==> src/return_and_rotate_pkg.sv <==
/*
 * Constants for the return and rotate execution block: encodings, field
 * positions, bit positions and reset values.
 * Assumes 14-bit instruction words and an 8-bit data path.
 */
package return_and_rotate_pkg;
    localparam int INSTR_W = 14;
    localparam int DATA_W = 8;
    localparam int FADDR_W = 7;
    localparam int DEF_PC_W = 13;

    // Fixed encodings
    localparam logic [13:0] RETURN_FROM_INTERRUPT_CODE = 14'h0009;

    // Return with literal: top four bits fixed, bits 9:8 ignored
    localparam int RETLIT_OP_HI = 13;
    localparam int RETLIT_OP_LO = 10;
    localparam logic [3:0] RETLIT_OP = 4'hd;
    localparam int LIT_HI = 7;
    localparam int LIT_LO = 0;

    // Rotate left through carry: 00 1101 dfff ffff
    localparam int ROT_OP_HI = 13;
    localparam int ROT_OP_LO = 8;
    localparam logic [5:0] ROT_OP = 6'h0d;
    localparam int DEST_BIT = 7;
    localparam int FADDR_HI = 6;
    localparam int FADDR_LO = 0;
    localparam logic DEST_ACCUM = 1'h0;

    // Global interrupt enable position in the interrupt control register
    localparam int ENABLE_BIT = 7;
    localparam int MSB_BIT = 7;

    // Reset values
    localparam logic [7:0] ACCUM_RESET = 8'h00;
    localparam logic CARRY_RESET = 1'h0;
    localparam logic ENABLE_RESET = 1'h0;
    localparam logic [7:0] BYTE_ZERO = 8'h00;
    localparam logic [6:0] FADDR_ZERO = 7'h00;

    typedef enum logic {ST_EXEC, ST_FLUSH} exec_state_t;
endpackage : return_and_rotate_pkg

==> src/return_and_rotate_exec.sv <==
/*
 * Execution of subroutine return, interrupt return, return with literal and
 * rotate left through carry, with the program counter, accumulator, carry
 * and global interrupt enable held here.
 * Assumes one instruction cycle per clk, instr valid with instr_valid, and
 * file_rdata holding the register addressed by instr[6:0] in the same cycle.
 */
`timescale 1ns/10ps
`default_nettype none

// Contract
// [RQ1] Interrupt return pops the stack and loads top of stack into PC.
// [RQ2] Interrupt return sets global interrupt enable, control bit 7; flags untouched.
// [RQ3] Interrupt return decoded from its fixed 14-bit code; one word, two cycles.
// [RQ4] Return with literal loads the accumulator with the low byte; bits 9:8 ignored.
// [RQ5] Return with literal pops stack into PC, flags unchanged.
// [RQ6] Return with literal is one word, two cycles.
// [RQ7] Plain return pops stack into PC without touching flags.
// [RQ8] Plain return takes two cycles.
// [RQ9] Destination bit 0 writes the accumulator, 1 writes the file register.
// [RQ10] Rotate left: shift left, old carry into bit 0, bit 7 into carry, one cycle.
// [RQ11] Stack pops flush the prefetched word; the second cycle is a no-operation.
module return_and_rotate_exec
    import return_and_rotate_pkg::*;
#(
    parameter int PC_W = DEF_PC_W,
    parameter logic [13:0] RETURN_CODE = 14'h0008
) (
    input wire logic clk,
    input wire logic rst_b,
    input wire logic instr_valid,
    input wire logic [INSTR_W-1:0] instr,
    input wire logic [PC_W-1:0] top_of_stack,
    input wire logic [DATA_W-1:0] file_rdata,
    output logic [PC_W-1:0] pc,
    output logic [DATA_W-1:0] accumulator,
    output logic carry,
    output logic global_interrupt_enable,
    output logic [DATA_W-1:0] interrupt_control_set,
    output logic stack_pop,
    output logic flush,
    output logic file_we,
    output logic [FADDR_W-1:0] file_addr,
    output logic [DATA_W-1:0] file_wdata
);

    if (PC_W < 1 || PC_W > 16) begin : g_pc_check
        $error("PC_W must lie between 1 and 16");
    end

    // The plain return code must not alias another decoded instruction
    if (RETURN_CODE == RETURN_FROM_INTERRUPT_CODE ||
        RETURN_CODE[RETLIT_OP_HI:RETLIT_OP_LO] == RETLIT_OP ||
        RETURN_CODE[ROT_OP_HI:ROT_OP_LO] == ROT_OP) begin : g_code_check
        $error("RETURN_CODE collides with another decoded instruction");
    end

    ////////////////////////////////////////////////////////////////////////
    // Decode

    function automatic logic is_pop(input logic [INSTR_W-1:0] w, input logic [13:0] ret_code);
        is_pop = (w == RETURN_FROM_INTERRUPT_CODE) || (w == ret_code) ||
                 (w[RETLIT_OP_HI:RETLIT_OP_LO] == RETLIT_OP);
    endfunction : is_pop

    exec_state_t state;
    exec_state_t next_state;
    logic [PC_W-1:0] next_pc;
    logic [DATA_W-1:0] next_accumulator;
    logic next_carry;
    logic next_enable;
    logic [DATA_W-1:0] next_icr_set;
    logic next_stack_pop;
    logic next_flush;
    logic next_file_we;
    logic [FADDR_W-1:0] next_file_addr;
    logic [DATA_W-1:0] next_file_wdata;

    logic go;
    logic dec_reti;
    logic dec_retlit;
    logic dec_rot;
    logic [DATA_W-1:0] rot_result;

    assign go = (state == ST_EXEC) && instr_valid;
    assign dec_reti = (instr == RETURN_FROM_INTERRUPT_CODE);                 // [RQ3]
    assign dec_retlit = (instr[RETLIT_OP_HI:RETLIT_OP_LO] == RETLIT_OP);     // [RQ4]
    assign dec_rot = (instr[ROT_OP_HI:ROT_OP_LO] == ROT_OP);
    assign rot_result = {file_rdata[MSB_BIT-1:0], carry};                   // [RQ10]

    ////////////////////////////////////////////////////////////////////////
    // Next values

    always_comb begin
        next_state = state;
        next_pc = pc;
        next_accumulator = accumulator;
        next_carry = carry;
        next_enable = global_interrupt_enable;
        next_icr_set = BYTE_ZERO;
        next_stack_pop = 1'b0;
        next_flush = 1'b0;
        next_file_we = 1'b0;
        next_file_addr = file_addr;
        next_file_wdata = file_wdata;
        case (state)
            ST_EXEC: begin
                if (instr_valid) begin
                    if (is_pop(instr, RETURN_CODE)) begin
                        next_pc = top_of_stack;                               // [RQ1] [RQ5] [RQ7]
                        next_stack_pop = 1'b1;
                        next_flush = 1'b1;                                    // [RQ11]
                        next_state = ST_FLUSH;                                // [RQ3] [RQ6] [RQ8]
                        if (dec_reti) begin
                            next_enable = 1'b1;                               // [RQ2]
                            next_icr_set[ENABLE_BIT] = 1'b1;                  // [RQ2]
                        end
                        if (dec_retlit) begin
                            next_accumulator = instr[LIT_HI:LIT_LO];          // [RQ4]
                        end
                    end else begin
                        next_pc = pc + PC_W'(1);
                        if (dec_rot) begin
                            next_carry = file_rdata[MSB_BIT];                 // [RQ10]
                            if (instr[DEST_BIT] == DEST_ACCUM) begin
                                next_accumulator = rot_result;                // [RQ9]
                            end else begin
                                next_file_we = 1'b1;                          // [RQ9]
                                next_file_addr = instr[FADDR_HI:FADDR_LO];
                                next_file_wdata = rot_result;
                            end
                        end
                    end
                end
            end
            ST_FLUSH: begin
                // Prefetched word is discarded; new fetch from the loaded PC
                next_state = ST_EXEC;                                         // [RQ11]
            end
            default: begin
                next_state = ST_EXEC;
            end
        endcase
    end

    ////////////////////////////////////////////////////////////////////////
    // Registers

    always_ff @(posedge clk or negedge rst_b) begin
        if (!rst_b) begin
            state <= ST_EXEC;
            pc <= '0;
            accumulator <= ACCUM_RESET;
            carry <= CARRY_RESET;
            global_interrupt_enable <= ENABLE_RESET;
            interrupt_control_set <= BYTE_ZERO;
            stack_pop <= 1'b0;
            flush <= 1'b0;
            file_we <= 1'b0;
            file_addr <= FADDR_ZERO;
            file_wdata <= BYTE_ZERO;
        end else begin
            state <= next_state;
            pc <= next_pc;
            accumulator <= next_accumulator;
            carry <= next_carry;
            global_interrupt_enable <= next_enable;
            interrupt_control_set <= next_icr_set;
            stack_pop <= next_stack_pop;
            flush <= next_flush;
            file_we <= next_file_we;
            file_addr <= next_file_addr;
            file_wdata <= next_file_wdata;
        end
    end
endmodule : return_and_rotate_exec

`default_nettype wire

==> config.mk <==
export PLATFORM = sky130hd
export DESIGN_NAME = return_and_rotate_exec
export DESIGN_NICKNAME = d
export VERILOG_FILES = /design/src/return_and_rotate_pkg.sv /design/src/return_and_rotate_exec.sv
export SDC_FILE = /design/constraint.sdc
export NUM_CORES = 1
export LEC_CHECK = 0
export BUFFER_PORTS_ARGS = -buffer_cell sky130_fd_sc_hd__buf_2
export CORE_MARGIN = 2
export CORE_UTILIZATION = 50
export CTS_BUF_LIST = sky130_fd_sc_hd__clkbuf_2 sky130_fd_sc_hd__clkbuf_4 sky130_fd_sc_hd__clkbuf_8
export DETAILED_ROUTE_END_ITERATION = 6
export HOLD_SLACK_MARGIN = 0.03
export PLACE_DENSITY = 0.78
export SYNTH_ARGS = -nofsm -noshare
export SYNTH_HDL_FRONTEND = slang
export SYNTH_SLANG_ARGS = --single-unit
==> constraint.sdc <==
create_clock -name clk -period 3.2 [get_ports clk]
set_clock_uncertainty 0.05 [all_clocks]
set_input_delay 0.16 -clock clk [delete_from_list [all_inputs] [get_ports clk]]
set_output_delay 0.16 -clock clk [all_outputs]
set_load 0.05 [all_outputs]
==> impl_metrics.py <==
metrics = {
    "floorplanning": {
        "core_area_um2": 4414,
        "die_h_um": 71.99,
        "start_util_pct": 52.35,
        "rows": 24,
        "io_pins": 87,
        "fp.dieArea_um2": 5182,
        "die_x_um": 71.99,
    },
    "layout": {
        "nFillCells": 396,
        "diodes": 0,
        "multi_input_area_um2": 1152,
        "nets": 338,
        "seq_area_um2": 1026,
        "layout-drive-gt1-share_pct": 38.67,
        "areaGrowthSynthToFinish_pct": 22.25,
        "final_util_pct": 64.00,
    },
    "cts": {
        "h-tree-depth": 2,
        "clock-sinks": 41,
        "cts_made_buffers": 5,
        "root_buffer": "clkbuf_8",
        "cts_resized": 0,
        "clock_path_buffers": 2,
        "insertion_delay_ps": 300,
        "cts_tree": "done",
        "path_clk_slew_ps": 70,
    },
    "synthesis": {
        "ys_warn_count": 0,
        "syn_area_um2": 2311,
        "synth_edf_count": 0,
        "synth-seq-area-share_pct": 44.40,
        "synthFlopType": "dfrtp_1",
        "async_flop_share_pct": 100.0,
        "syn_inst": 224,
        "synth_cell_types": 52,
        "ys_ff_latch": 41,
        "avgSynthCellArea_um2": 10.32,
    },
    "detailed_routing": {
        "viasPerCell": 5.756,
        "vias": 2026,
        "wl_per_cell_um": 16.08,
        "route.detailed.drc": 0,
        "drtAntennaViolNets": 0,
        "finalWirelength_mm": 5.659,
        "drt_iter0_drc": 161,
        "firstDrtPassIters": 4,
    },
    "global_route": {
        "grtUsageTotal_pct": 22.78,
        "antenna_found_initial": 0,
        "grt_pass1_wl_mm": 9.404,
        "grt_pass1_vias": 2026,
        "overflow": 0,
        "grt_max_degree": 42,
    },
    "sta": {
        "rsz0062_at_grt": "false",
        "hold_viol_final": 0,
        "tightest_slew_ps": 911.7,
        "setup_viol": 0,
        "fin_crit_sh_pct": 62.30,
        "timing.hold.ws_ps": 53.60,
        "period_minus_slack_ps": 1994,
        "finalMaxSlewViolations": 0,
        "fin_tns_setup_ps": 0,
        "relSlewSlack_pct": 39.22,
        "max_freq_mhz": 501.6,
    },
    "critical_path": {
        "cp_slowest_stage_delay_ps": 440,
        "cp_max_fo": 19,
        "cp_cell_sequence": "nand2b_1, buf_4, nor4_1, nand2b_1, o211ai_1",
        "cp-start-kind": "register",
        "crit_type": "register to register",
        "crit_top_cell": "nand2b_1",
        "cp-end-kind": "register",
        "critPathSlowestCell": "nand2b_1",
        "crit_required_ps": 3320,
        "critical_path_arrival_ps": 2110,
    },
    "status": {
        "status": "finished, final reports clean",
    },
    "place": {
        "numPortBuffers": 79,
        "hpwl_mm": 4.124,
        "place_congestion": 0.8177,
    },
    "power": {
        "leakagePower_uw": 0.001392,
        "peakVddDrop_mv": 0.3684,
        "power.density_nw_per_um2": 691.1,
    },
    "job": {
        "maxCapViolations": 0,
    },
    "worst_hold_path": {
        "hp-class": "input port to register",
    },
}
cells in the mapped netlist, drive strengths merged (3+ instances only):
| master | n | area [um^2] |
|---|---|---|
| dfrtp | 41 | 1026 |
| nand2 | 17 | 63.81 |
| nor2 | 17 | 71.32 |
| mux2 | 16 | 214.0 |
| buf | 14 | 98.84 |
| o211ai | 12 | 90.09 |
| nand3 | 10 | 75.07 |
| nor3 | 10 | 50.05 |
| clkbuf | 9 | 37.54 |
| o21ai | 9 | 45.04 |
| a211oi | 5 | 50.05 |
| inv | 5 | 18.77 |
| nand4 | 4 | 31.28 |
| nand4b | 4 | 35.03 |
| nor4 | 4 | 25.02 |
| o221ai | 4 | 35.03 |
| o22a | 4 | 35.03 |
| and2 | 3 | 18.77 |
| nand2b | 3 | 18.77 |
| or4 | 3 | 22.52 |
worst paths after layout:
check                                                         start                                   to  slack (ps)  cells past startpoint
worst max-delay path                                flush$_DFF_PN0_                   pc[10]$_DFFE_PN0P_        1210                      5
worst min-delay path                                  file_rdata[7]                    carry$_DFFE_PN0P_          50                      2
worst min register to register  global_interrupt_enable$_DFFE_PN0P_  global_interrupt_enable$_DFFE_PN0P_         420                      1
worst max register to register                      flush$_DFF_PN0_                   pc[10]$_DFFE_PN0P_        1210                      5
max in group asynchronous                                     rst_b           accumulator[3]$_DFFE_PN0P_        2040                      2
min in group asynchronous                                     rst_b                    file_we$_DFF_PN0_         470                      2
registers in the layout, summed over array words and instances (netlist names):
name                     flops
file_we                      1
global_interrupt_enable      1
file_addr                    7
carry                        1
interrupt_control_set        1
flush                        1
pc                          13
file_wdata                   8
accumulator                  8
power breakdown:
group / internal (uW) / total, uW / switching [uW]
Sequential: 613 / 723 / 111
Clock: 263 / 443 / 180
Combinational: 236 / 786 / 551
metal layers:
layer  vias up  GRT usage, %  wire length, um
li1        974             -                -
met1       973         30.05             2580
met2        73         38.07             2706
met3         6         4.306              323
met4         0         7.338               48
met5         -             0                0
repair_timing:
action	in CTS	in global routing
hold endpoints to repair	41	0
buffers inserted	0	0
hold buffers	1	0
placed cells by master (no fill, tap or decap), types with 3 or more instances in the layout:
cell type  Yosys  layout
clkbuf_8       0       6
conb_1         1       7
nor4_1         4       4
buf_2          4      79
nand4b_1       4       4
a211oi_1       4       4
nand2_1       17      17
o221ai_1       4       4
inv_1          5       5
mux2_4         9       9
dfrtp_1       41      41
mux2_2         7       7
o21ai_0        8       8
o22a_1         4       4
o211ai_1      12      12
nand3_1        8       8
nor3_1        10      10
and2_1         3       3
nand2b_1       3       3
nor2_1        16      16
or4_1          3       3
nand4_1        3       3
buf_4          9       5
cell type report:
type | count | share of cell area [%]
Clock buffer | 7 | 3.189
Clock inverter | 1 | 1.063
Inverter | 5 | 0.6643
Multi-Input combinational cell | 161 | 40.79
Sequential cell | 41 | 36.32
Tap cell | 52 | 2.303
Timing Repair Buffer | 85 | 15.68
cells by family after synthesis:
family | after synthesis | synth area share (%)
AO/OA/AOI/OAI | 49 | 16.73
other | 1 | 0.1623
flip-flops | 41 | 44.40
multiplexers | 16 | 9.258
AND/OR/NAND/NOR | 88 | 22.20
adder cells (fa/ha/maj) | 1 | 0.5413
buffers and inverters | 28 | 6.714
worst max-delay path, delay by kind of cell, from the launching register on:
kind                   cells  cell delay (ps)
DFF                        1              410
and+or+nand+nor            3             1020
AOI/OAI and AO/OA          1               80
buffers and inverters      1              320
per-stage QoR:
step / setup slack [ps] / instance area (um^2) / power, uW / cells
2_1_floorplan: 1240 / 2333 / 1326 / 230
3_3_place_gp: 1227 / 2695 / 1505 / 343
3_5_place_dp: 1173 / 2695 / 1521 / 343
4_1_cts: 1190 / 2825 / 1968 / 352
5_1_grt: 1044 / 2825 / 2051 / 352
6_report: 1206 / 2825 / 1953 / 352
Power figures use the tool's default switching activity.
